$ cat config.mk
export PLATFORM = sky130hd
export DESIGN_NAME = ssr_top
export DESIGN_NICKNAME = d
export VERILOG_FILES = /design/src/logic/ssr_pkg.sv /design/src/logic/ssr_rate_div.sv /design/src/logic/ssr_top.sv
export SDC_FILE = /design/constraint.sdc
export NUM_CORES = 1
export LEC_CHECK = 0
export ABC_AREA = 1
export BUFFER_PORTS_ARGS = -buffer_cell sky130_fd_sc_hd__buf_2
export CAP_MARGIN = 20
export CELL_PAD_IN_SITES_DETAIL_PLACEMENT = 1
export CELL_PAD_IN_SITES_GLOBAL_PLACEMENT = 1
export CORE_MARGIN = 5
export CORE_UTILIZATION = 39
export DETAILED_ROUTE_END_ITERATION = 10
export GPL_ROUTABILITY_DRIVEN = 0
export PLACE_DENSITY = 0.86
export SLEW_MARGIN = 20
export SYNTH_ARGS = -nofsm -noshare
export SYNTH_HDL_FRONTEND = slang
export SYNTH_HIERARCHICAL = 1
export SYNTH_SLANG_ARGS = --single-unit
$ cat constraint.sdc
create_clock -name i_sys_clk -period 2.35 [get_ports i_sys_clk]
set_input_delay 0.3525 -clock i_sys_clk [delete_from_list [all_inputs] [get_ports i_sys_clk]]
set_output_delay 0.3525 -clock i_sys_clk [all_outputs]
set_load 0.05 [all_outputs]
$ cat src/logic/ssr_pkg.sv
package ssr_pkg;

  localparam int          SSR_AW            = 5;
  // register indices on the plain port (byte offsets)
  localparam logic [4:0]  SSR_OFF_DATA      = 5'h18;
  localparam logic [4:0]  SSR_OFF_STAT1     = 5'h16;
  localparam logic [4:0]  SSR_OFF_STAT2     = 5'h17;
  localparam logic [4:0]  SSR_OFF_RATE      = 5'h19;
  localparam logic [4:0]  SSR_OFF_CTRL2     = 5'h13;
  localparam logic [4:0]  SSR_OFF_CTRL3     = 5'h14;
  localparam logic [4:0]  SSR_OFF_FINE      = 5'h1A;

  // status one bit positions
  localparam int          SSR_S1_TXE        = 7;
  localparam int          SSR_S1_TXC        = 6;
  localparam int          SSR_S1_RXF        = 5;
  localparam int          SSR_S1_IDLE       = 4;
  localparam int          SSR_S1_OVR        = 3;
  localparam int          SSR_S1_NOISE      = 2;
  localparam int          SSR_S1_FRAME      = 1;
  localparam int          SSR_S1_PAR        = 0;
  // status two bit positions
  localparam int          SSR_S2_BRK        = 1;
  localparam int          SSR_S2_BUSY       = 0;
  // control two: interrupt enables at 7..4, receiver enable at 2
  localparam int          SSR_C2_EMPTY_IE   = 7;
  localparam int          SSR_C2_CMPL_IE    = 6;
  localparam int          SSR_C2_FULL_IE    = 5;
  localparam int          SSR_C2_IDLE_IE    = 4;
  localparam int          SSR_C2_RX_EN      = 2;
  // control three
  localparam int          SSR_C3_NINTH      = 7;
  localparam int          SSR_C3_OVR_IE     = 3;
  localparam int          SSR_C3_NOISE_IE   = 2;
  localparam int          SSR_C3_FRAME_IE   = 1;
  localparam int          SSR_C3_PAR_IE     = 0;
  // rate register fields
  localparam int          SSR_RT_LIN        = 6;
  localparam int          SSR_RT_PSC_LSB    = 4;
  localparam int          SSR_RT_DIV_LSB    = 0;

  localparam logic [7:0]  SSR_RST_STAT1     = 8'hC0;
  localparam logic [7:0]  SSR_RST_CTRL      = 8'h00;
  localparam logic [7:0]  SSR_RST_RATE      = 8'h00;
  localparam int          SSR_OVERSAMPLE    = 64;
  localparam int          SSR_FINE_STEPS    = 32;

  typedef struct packed {
    logic       char_done;
    logic       noise;
    logic       frame_err;
    logic       parity_err;
    logic       is_break;
    logic       ninth;
    logic [7:0] data;
  } ssr_rx_evt_t;

endpackage : ssr_pkg

$ cat src/logic/ssr_rate_div.sv
`timescale 1ns/10ps
module ssr_rate_div
  import ssr_pkg::*;
(
  input  wire logic       i_sys_clk,
  input  wire logic       i_srst,
  input  wire logic [1:0] i_psc_sel,
  input  wire logic [2:0] i_div_sel,
  input  wire logic [2:0] i_fine_div,
  input  wire logic [4:0] i_fine_adj,
  output logic            o_tick
);
  // tick per bit period: fbus / (64*bpd*bd*(pd+pdfa/32))
  function automatic logic [3:0] psc_val(input logic [1:0] s);
    case (s)
      2'h0:    psc_val = 4'h1;
      2'h1:    psc_val = 4'h3;
      2'h2:    psc_val = 4'h4;
      default: psc_val = 4'hD;
    endcase
  endfunction : psc_val

  logic [5:0]  fine_cnt_reg;
  logic [4:0]  frame_cnt_reg;
  logic        fine_tick;
  logic [3:0]  pd;
  logic [3:0]  psc_cnt_reg;
  logic [23:0] div_cnt_reg;
  logic [23:0] div_top;
  logic        psc_tick;

  // fine prescaler: pd (or bypass) plus inserted clocks per 32-tick frame
  assign pd = (i_fine_div == 3'h0) ? 4'h1 : {1'b0, i_fine_div} + 4'h1;
  assign fine_tick = (fine_cnt_reg == 6'h00);
  always_ff @(posedge i_sys_clk) begin
    if (i_srst) begin
      fine_cnt_reg  <= 6'h00;
      frame_cnt_reg <= 5'h00;
    end else if (fine_tick) begin
      frame_cnt_reg <= frame_cnt_reg + 5'h01;
      fine_cnt_reg  <= {2'h0, pd} - 6'h01 + ((i_fine_div != 3'h0 && frame_cnt_reg < i_fine_adj) ? 6'h01 : 6'h00);
    end else begin
      fine_cnt_reg <= fine_cnt_reg - 6'h01;
    end
  end

  assign psc_tick = fine_tick && (psc_cnt_reg == 4'h0);
  always_ff @(posedge i_sys_clk) begin
    if (i_srst) psc_cnt_reg <= 4'h0;
    else if (fine_tick) psc_cnt_reg <= (psc_cnt_reg == 4'h0) ? psc_val(i_psc_sel) - 4'h1 : psc_cnt_reg - 4'h1;
  end

  assign div_top = 24'(SSR_OVERSAMPLE) << i_div_sel;
  always_ff @(posedge i_sys_clk) begin
    if (i_srst) begin
      div_cnt_reg <= 24'h000000;
      o_tick      <= 1'b0;
    end else begin
      o_tick <= 1'b0;
      if (psc_tick) begin
        if (div_cnt_reg >= div_top - 24'h000001) begin
          div_cnt_reg <= 24'h000000;
          o_tick      <= 1'b1;
        end else begin
          div_cnt_reg <= div_cnt_reg + 24'h000001;
        end
      end
    end
  end
endmodule : ssr_rate_div

$ cat src/logic/ssr_top.sv
// Decided for this implementation: the address-and-strobe port.
`timescale 1ns/10ps
module ssr_top
  import ssr_pkg::*;
(
  input  wire logic              i_sys_clk,
  input  wire logic              i_srst,
  input  wire logic [SSR_AW-1:0] i_addr,
  input  wire logic [7:0]        i_wdata,
  input  wire logic              i_wr,
  input  wire logic              i_rd,
  output logic      [7:0]        o_rdata,
  input  wire logic              i_rx_evt_valid,
  input  wire ssr_rx_evt_t       i_rx_evt,
  input  wire logic              i_rx_start_zero,
  input  wire logic              i_rx_false_start,
  input  wire logic              i_rx_idle_char,
  input  wire logic              i_rx_line_high,
  input  wire logic              i_rx_long_char,
  input  wire logic              i_tx_load_ack,
  input  wire logic              i_tx_shifting,
  output logic                   o_tx_load_req,
  output logic      [7:0]        o_tx_data,
  output logic                   o_rate_tick,
  output logic                   o_lin_break_select,
  output logic                   o_rx_enable,
  output logic                   o_tx_irq,
  output logic                   o_rx_irq,
  output logic                   o_err_irq
);
  logic [7:0] stat1_reg;
  logic       brk_reg;
  logic       busy_reg;
  logic [7:0] seen1_reg;
  logic       seen_brk_reg;
  logic [7:0] rx_data_reg;
  logic [7:0] tx_data_reg;
  logic       tx_pending_reg;
  logic [7:0] ctrl2_reg;
  logic [7:0] ctrl3_reg;
  logic [7:0] rate_reg;
  logic [7:0] fine_reg;
  logic       idle_armed_reg;
  logic       brk_armed_reg;
  logic       rx_en_d_reg;
  logic       rd_stat1;
  logic       rd_stat2;
  logic       rd_data;
  logic       wr_data;
  logic       new_char;
  logic       overrun;
  logic       is_brk;
  logic       idle_set;
  logic [7:0] clr1;
  logic [7:0] set1;

  assign rd_stat1 = i_rd && (i_addr == SSR_OFF_STAT1);
  assign rd_stat2 = i_rd && (i_addr == SSR_OFF_STAT2);
  assign rd_data  = i_rd && (i_addr == SSR_OFF_DATA);
  assign wr_data  = i_wr && (i_addr == SSR_OFF_DATA);

  assign is_brk   = i_rx_evt_valid && i_rx_evt.char_done && i_rx_evt.is_break && brk_armed_reg;
  assign new_char = i_rx_evt_valid && i_rx_evt.char_done && (!i_rx_evt.is_break || brk_armed_reg);
  assign overrun  = new_char && stat1_reg[SSR_S1_RXF] && !is_brk;
  assign idle_set = i_rx_idle_char && idle_armed_reg;

  // clears from the two-access sequences
  always_comb begin
    clr1 = 8'h00;
    if (rd_data) begin
      clr1 = seen1_reg & 8'h3F;
    end
    if (wr_data) begin
      clr1[SSR_S1_TXE] = seen1_reg[SSR_S1_TXE];
    end
  end

  always_comb begin
    set1 = 8'h00;
    set1[SSR_S1_TXE]   = i_tx_load_ack;
    set1[SSR_S1_RXF]   = (new_char && !overrun) || is_brk;
    set1[SSR_S1_IDLE]  = idle_set;
    set1[SSR_S1_OVR]   = overrun;
    set1[SSR_S1_NOISE] = new_char && !overrun && i_rx_evt.noise;
    set1[SSR_S1_FRAME] = (new_char && !overrun && i_rx_evt.frame_err) || is_brk;
    set1[SSR_S1_PAR]   = new_char && !overrun && i_rx_evt.parity_err;
  end

  // status one flags: set wins over clear; TXC is rederived each cycle and the TXE clear forces it to zero
  always_ff @(posedge i_sys_clk) begin
    if (i_srst) begin
      stat1_reg <= SSR_RST_STAT1;
    end else begin
      stat1_reg[5:0] <= (stat1_reg[5:0] & ~clr1[5:0]) | set1[5:0];
      stat1_reg[SSR_S1_TXE] <= (stat1_reg[SSR_S1_TXE] & ~clr1[SSR_S1_TXE]) | set1[SSR_S1_TXE];
      stat1_reg[SSR_S1_TXC] <= stat1_reg[SSR_S1_TXE] && !tx_pending_reg && !i_tx_shifting
                               && !clr1[SSR_S1_TXE];
    end
  end

  // record of flags seen at the status reads
  always_ff @(posedge i_sys_clk) begin
    if (i_srst) begin
      seen1_reg    <= 8'h00;
      seen_brk_reg <= 1'b0;
    end else begin
      if (rd_stat1) seen1_reg <= stat1_reg;
      else if (rd_data) seen1_reg <= seen1_reg & 8'hC0;
      else if (wr_data) seen1_reg[SSR_S1_TXE] <= 1'b0;
      if (rd_stat2) seen_brk_reg <= brk_reg;
      else if (rd_data) seen_brk_reg <= 1'b0;
    end
  end

  // break flag and its rearm on ones
  always_ff @(posedge i_sys_clk) begin
    if (i_srst) begin
      brk_reg       <= 1'b0;
      brk_armed_reg <= 1'b1;
    end else begin
      if (is_brk) brk_reg <= 1'b1;
      else if (rd_data && seen_brk_reg) brk_reg <= 1'b0;
      if (is_brk) brk_armed_reg <= 1'b0;
      else if (i_rx_line_high) brk_armed_reg <= 1'b1;
    end
  end

  // reception in progress
  always_ff @(posedge i_sys_clk) begin
    if (i_srst) busy_reg <= 1'b0;
    else if (i_rx_start_zero) busy_reg <= 1'b1;
    else if (i_rx_false_start || i_rx_idle_char) busy_reg <= 1'b0;
  end

  // idle arming: needs a full character after enable or clear
  always_ff @(posedge i_sys_clk) begin
    if (i_srst) begin
      idle_armed_reg <= 1'b0;
      rx_en_d_reg    <= 1'b0;
    end else begin
      rx_en_d_reg <= ctrl2_reg[SSR_C2_RX_EN];
      if (ctrl2_reg[SSR_C2_RX_EN] && !rx_en_d_reg) idle_armed_reg <= 1'b0;
      else if (set1[SSR_S1_RXF]) idle_armed_reg <= 1'b1;
      else if (idle_set || clr1[SSR_S1_IDLE]) idle_armed_reg <= 1'b0;
    end
  end

  // data buffer: no reset on contents
  always_ff @(posedge i_sys_clk) begin
    if ((new_char && !overrun) || is_brk) rx_data_reg <= i_rx_evt.data;
    if (wr_data) tx_data_reg <= i_wdata;
  end

  always_ff @(posedge i_sys_clk) begin
    if (i_srst) tx_pending_reg <= 1'b0;
    else if (wr_data) tx_pending_reg <= 1'b1;
    else if (i_tx_load_ack) tx_pending_reg <= 1'b0;
  end

  // control and rate registers
  always_ff @(posedge i_sys_clk) begin
    if (i_srst) begin
      ctrl2_reg <= SSR_RST_CTRL;
      ctrl3_reg <= SSR_RST_CTRL;
      rate_reg  <= SSR_RST_RATE;
      fine_reg  <= SSR_RST_CTRL;
    end else begin
      if (i_wr && i_addr == SSR_OFF_CTRL2) ctrl2_reg <= i_wdata;
      if (i_wr && i_addr == SSR_OFF_CTRL3) ctrl3_reg[6:0] <= i_wdata[6:0];
      if (i_wr && i_addr == SSR_OFF_RATE) rate_reg <= {1'b0, i_wdata[6:0]};
      if (i_wr && i_addr == SSR_OFF_FINE) fine_reg <= i_wdata;
      if (is_brk) ctrl3_reg[SSR_C3_NINTH] <= 1'b0;
      else if (new_char && !overrun) ctrl3_reg[SSR_C3_NINTH] <= i_rx_evt.ninth;
    end
  end

  // read port: data one cycle after strobe
  always_ff @(posedge i_sys_clk) begin
    if (i_srst) begin
      o_rdata <= 8'h00;
    end else if (i_rd) begin
      case (i_addr)
        SSR_OFF_STAT1: o_rdata <= stat1_reg;
        SSR_OFF_STAT2: o_rdata <= {6'h00, brk_reg, busy_reg};
        SSR_OFF_DATA:  o_rdata <= rx_data_reg;
        SSR_OFF_CTRL2: o_rdata <= ctrl2_reg;
        SSR_OFF_CTRL3: o_rdata <= ctrl3_reg;
        SSR_OFF_RATE:  o_rdata <= rate_reg;
        SSR_OFF_FINE:  o_rdata <= fine_reg;
        default:       o_rdata <= 8'h00;
      endcase
    end else begin
      o_rdata <= 8'h00;
    end
  end

  ssr_rate_div u_rate (
    .i_sys_clk  (i_sys_clk),
    .i_srst     (i_srst),
    .i_psc_sel  (rate_reg[SSR_RT_PSC_LSB+:2]),
    .i_div_sel  (rate_reg[SSR_RT_DIV_LSB+:3]),
    .i_fine_div (fine_reg[7:5]),
    .i_fine_adj (fine_reg[4:0]),
    .o_tick     (o_rate_tick)
  );

  // break length: 11 or 12 bit times set by the receiver from these
  assign o_lin_break_select = rate_reg[SSR_RT_LIN];
  assign o_rx_enable        = ctrl2_reg[SSR_C2_RX_EN];
  assign o_tx_load_req      = tx_pending_reg;
  assign o_tx_data          = tx_data_reg;

  assign o_tx_irq  = (stat1_reg[SSR_S1_TXE] && ctrl2_reg[SSR_C2_EMPTY_IE])
                  || (stat1_reg[SSR_S1_TXC] && ctrl2_reg[SSR_C2_CMPL_IE]);
  assign o_rx_irq  = stat1_reg[SSR_S1_RXF] && ctrl2_reg[SSR_C2_FULL_IE];
  assign o_err_irq = (stat1_reg[SSR_S1_OVR] && ctrl3_reg[SSR_C3_OVR_IE])
                  || (stat1_reg[SSR_S1_NOISE] && ctrl3_reg[SSR_C3_NOISE_IE])
                  || (stat1_reg[SSR_S1_FRAME] && ctrl3_reg[SSR_C3_FRAME_IE])
                  || (stat1_reg[SSR_S1_PAR] && ctrl3_reg[SSR_C3_PAR_IE])
                  || (stat1_reg[SSR_S1_IDLE] && ctrl2_reg[SSR_C2_IDLE_IE]);
endmodule : ssr_top

After elaboration in Yosys (flattened, before gate mapping). Cells that the tools add are included. Widths: inputs -> output; s select.

Register bits: 117. Logic and storage cells: 150.

Add/subtract/negate cells: 9. Order comparisons: 2. Equal/unequal tests: 10. Shift operators: 1. Multiplexer cells: 28. Bitwise gates (word level): 8. Reductions and logical operators: 69.

Operator list (number): $pmux 8 s7 (1); $eq 5x5->1 const B (7); $logic_and 1x1->1 (34); $add 24x1->24 const B (1); $ge 24x24->1 (1); $mux 24 (1); $shl 7x3->24 const A (1); $sub 24x1->24 const B (1); $mux 6 (3); $mux 1 (17); $mux 4 (4); $reduce_bool 2->1 (8); $pmux 4 s3 (1); $logic_or 1x1->1 (10); $mux 8 (1); $reduce_or 2->1 (4); $sub 4x1->4 const B (2); $logic_not 1->1 (7); $add 6x6->6 (1); $and 6x6->6 (1); $logic_not 6->1 (1); $not 6->6 (1); $or 6x6->6 (1); $sub 6x1->6 const B (1); other kinds (15) (17).

Depth between registers and ports, before layout.
Depth in word-level cells: 10. Depth in mapped cells: 19.

Hierarchy. The synthesis kept the hierarchy.

By module, submodules not included: ssr_top (instances 1, cells each 401, area each 3171.8 µm², seq. area each 1701.6 µm²); ssr_rate_div (instances 1, cells each 366, area each 2477.4 µm², seq. area each 800.8 µm²).

Least setup slack after synthesis. Ideal clock, no wire load.

Path type: register to register. Start: register rate_reg[1]. End: register u_rate.div_cnt_reg[2]. Setup time: 0.117 ns. Data arrival time: 2.166 ns. Required time: 2.233 ns. Setup slack: 0.068 ns. Stages on the path, launching flop included: 17. Path buffers: 1. Path through: dfxtp_1 > nor2_1 > inv_1 > nor2_1 > inv_1 > ha_1 > a211oi_1 > o21ai_0 > ha_1 > nand3_1 > nor3_1 > nand3_1 > nand2_1 > nand2_1 > nand2_1 > buf_4 > nor2_1.

Word-level cells in the longest chain between the ends: 4.

Ends and longest elaborated chain: start: declaration (line ssr_top.sv:41) `logic [7:0] rate_reg;`; start signal: assignment (line ssr_top.sv:170) `if (i_wr && i_addr == SSR_OFF_RATE) rate_reg <= {1'b0, i_wdata[6:0]};`; $shl 7x3->24 (line ssr_rate_div.sv:53) `assign div_top = 24'(SSR_OVERSAMPLE) << i_div_sel;`; $sub 24x1->24 (line ssr_rate_div.sv:61) `if (div_cnt_reg >= div_top - 24'h000001) begin`; $ge 24x24->1 (line ssr_rate_div.sv:61); $mux 24 (line ssr_rate_div.sv:61); end signal: assignment (line ssr_rate_div.sv:65) `div_cnt_reg <= div_cnt_reg + 24'h000001;`; end: declaration (line ssr_rate_div.sv:28) `logic [23:0] div_cnt_reg;`.

No other way between the ends. A chain may end at the register's enable or synchronous reset.

Final worst setup path.
Start: register rate_reg[1]. End: register u_rate.div_cnt_reg[5].

The elaborated chain is that of the path after synthesis.

==> impl_metrics.csv <==
group,metric,value,unit
sta,finalHoldViolCount,0,
pwr,seq_power_share,0.367,
final_layout,layout.nets,914,
critical_path,cp_max_fo,7,
clock_tree,clock_latency,0.42,ns
critical_path,path_cells,"nor2_4 -> inv_2 -> nor2_4 -> inv_2 -> ha_4 -> a211oi_2 -> o21ai_1 -> ha_1 -> nand3_2 -> nor3_2 -> nand3_1 -> nand2_1 -> nand2_2 -> nand2_2 -> buf_6 -> nor2_1",
routing,drc,0,
final_layout,nFillCells,1803,
clock_tree,clk_pin_slew,0.06,ns
critical_path,cpMaxStageDelayCell,"dfxtp_2",
clock_tree,clock_path_buffers,2,
global_routing,grt_overflow_total,0,
critical_path,cp_num_buf_inv,3,
pwr,p_total,6050,uW
pwr,swShare,0.280,
clock_tree,numCtsBuffers,17,
critical_path,worstPathArrival,2.65,ns
yosys,synthesis.nets,828,
sta,setup_viol,0,
final_layout,final_common_cell,"nand2_1",
floorplanning,core_region_area,14400,um^2
clock_tree,cts_tree,"built",
yosys,ys_seq_elements,117,
global_routing,grt_pass1_vias,5679,
pwr,p_sw,1700,uW
pwr,peakVddDrop,0.515,mV
sta,setup_ws,0.00784,ns
yosys,synth_top_family_by_area,"simple AND/OR/NAND/NOR gates",
critical_path,crit_family,"simple AND/OR/NAND/NOR gates",
yosys,synth-compound-area-share,0.115,
floorplanning,die_x,130,um
critical_path,crit_type,"reg -> reg",
global_routing,antenna_found_initial,0,
floorplanning,die_area,17000,um^2
global_routing,grt_pass1_wl,27300,um
routing,vias_per_cell,5.14,
critical_path,crit_required,2.65,ns
sta,relSlewSlack,0.602,
sta,max_freq,0.427,GHz
pwr,power.density,865,nW/um^2
pwr,pwr-share-comb,0.175,
final_layout,largest_reg_flops,24,
sta,fin_crit,2.34,ns
floorplanning,start_util,0.393,
worst_hold_path,hp-class,"in -> reg",
yosys,netlist_area,5650,um^2
routing,wl_per_cell,16.0,um
final_layout,final_layout_size_suffix_gt1_frac,0.193,
clock_tree,htreeDepth,4,
sta,post-route-period-util,0.997,
final_layout,seqCellArea,2510,um^2
placed_design,dpl.hpwl,11700,um
pwr,clkPwrFrac,0.459,
global_routing,grt_max_degree,24,
floorplanning,io_pins,62,
yosys,postSynthAreaPerCell,7.37,um^2
routing,drtIter0Drc,342,
placed_design,dp_slack,-0.145,ns
run_status,outcome,"complete, no violations",
yosys,synth_warnings,6,
yosys,syn-instance-count,767,
pwr,internal_power,4350,uW
yosys,synth_cell_types,40,
sta,rsz0062_at_grt,"true",
sta,worstMarginPinSlew,0.591,ns
pwr,p_leak,0.00303,uW
floorplanning,rows,44,
yosys,seq_area_frac_synth,0.443,
final_layout,insertedDiodeCount,0,
sta,drv_slew,0,
yosys,synthXorXnorAreaFrac,0.00775,
sta,hold_slack,0.111,ns
final_layout,multiInputGateArea,2760,um^2
critical_path,end_kind,"register",
floorplanning,die_h,130,um
yosys,synth_mux_area_frac,0.00177,
placed_design,numPortBuffers,60,
final_layout,final_cell_mix,"177 x nand2_1, 98 x dfxtp_1, 91 x inv_1",
routing,num_vias,5392,
yosys,synth_fa_ha_area_frac,0.0487,
critical_path,start_kind,"register",
sta,clock_skew,0.00607,ns
critical_path,slowest_delay,0.33,ns
routing,wirelength,16800,um
sta,tns,0,ns
final_layout,area_delta_synth_final,23.8,%
yosys,synthSimpleGateAreaFrac,0.300,
routing,postRouteAntennaNets,0,
clock_tree,clock_tree.root_cell,"clkbuf_16",
routing,dr.pass1.iters,4,
global_routing,grt.total_usage,0.205,
clock_tree,clock_sinks,117,
flow_run,cap_violations,0,
clock_tree,cts_hold_buf,0,
-- power groups by stage --
| stage | logic, uW | registers, uW | clock network [uW] |
|---|---|---|---|
| 2_1_floorplan | 745 | 2250 | 0 |
| 4_1_cts | 1050 | 2220 | 2800 |
| 5_1_grt | 1190 | 2230 | 2910 |
| 3_3_place_gp | 996 | 2250 | 0 |
| 6_report | 1060 | 2220 | 2770 |
| 3_5_place_dp | 1030 | 2260 | 0 |
-- synth_stat cells, drive strengths merged --
cell type / number / area (um^2)
a31oi: 2 / 12.5
nand3b: 2 / 15.0
a211oi: 1 / 7.51
nand3: 64 / 343
nor2: 102 / 448
conb: 1 / 3.75
nand2: 186 / 726
or2: 1 / 6.26
o31a: 1 / 8.76
nor3: 12 / 71.3
dfxtp: 101 / 2020
a21oi: 60 / 300
inv: 100 / 375
nor3b: 2 / 15.0
o22ai: 3 / 18.8
nor4: 1 / 6.26
clkbuf: 9 / 33.8
buf: 9 / 63.8
xor2: 5 / 43.8
mux2i: 1 / 10.0
edfxtp: 16 / 480
o21ai: 50 / 250
ha: 22 / 275
nand4: 10 / 62.6
o21bai: 4 / 33.8
a221oi: 1 / 8.76
a21boi: 1 / 7.51
-- area by class of cell --
class,count,share of cell area
multi-input cells,532,0.395
clock inverters,7,0.0206
clock buffers,24,0.0689
flip-flops and latches,117,0.358
well taps,184,0.0329
inverters,100,0.0537
repair buffers,85,0.0709
-- kinds of logic (layout without fill, tap and decap cells) --
logic type | after synthesis | count (layout)
AOI/OAI and AO/OA | 123 | 123
xor gates and xnor gates | 5 | 5
adders and majority gates | 22 | 22
buffers and inverters | 118 | 216
DFF | 117 | 117
muxes | 1 | 1
other | 1 | 1
and+or+nand+nor | 380 | 380
-- stage by stage --
stage,instance area [um^2],std cells,utilization
5_1_grt,6990,1049,0.487
2_1_floorplan,5650,767,-
3_5_place_dp,6220,1012,0.433
6_report,6990,1049,0.487
4_1_cts,6910,1047,0.481
3_3_place_gp,6220,1012,0.433
-- metal layers --
| layer | GRT usage | wire length (um) |
|---|---|---|
| met5 | 0 | 0 |
| met2 | 0.346 | 8100 |
| met4 | 0.0792 | 259 |
| met3 | 0.0389 | 768 |
| met1 | 0.258 | 7700 |
-- timing repair --
action,4_1_cts,5_1_grt
gates resized for setup,8,29
endpoints found under the hold margin,0,0
buffers inserted,4,2
endpoints found under the setup margin,16,18
pin swaps,1,11
-- path summary, 6_finish.rpt --
kind                     startpoint                endpoint  slack (ns)  depth (start not counted)
min reg2reg  u_rate/div_cnt_reg[15]  u_rate/div_cnt_reg[15]        0.44                          2
max reg2reg             rate_reg[1]   u_rate/div_cnt_reg[5]       0.008                         16
max                     rate_reg[1]   u_rate/div_cnt_reg[5]       0.008                         16
min                     i_rx_evt[0]          rx_data_reg[0]        0.11                          1
(Power assumes the default switching activity.)
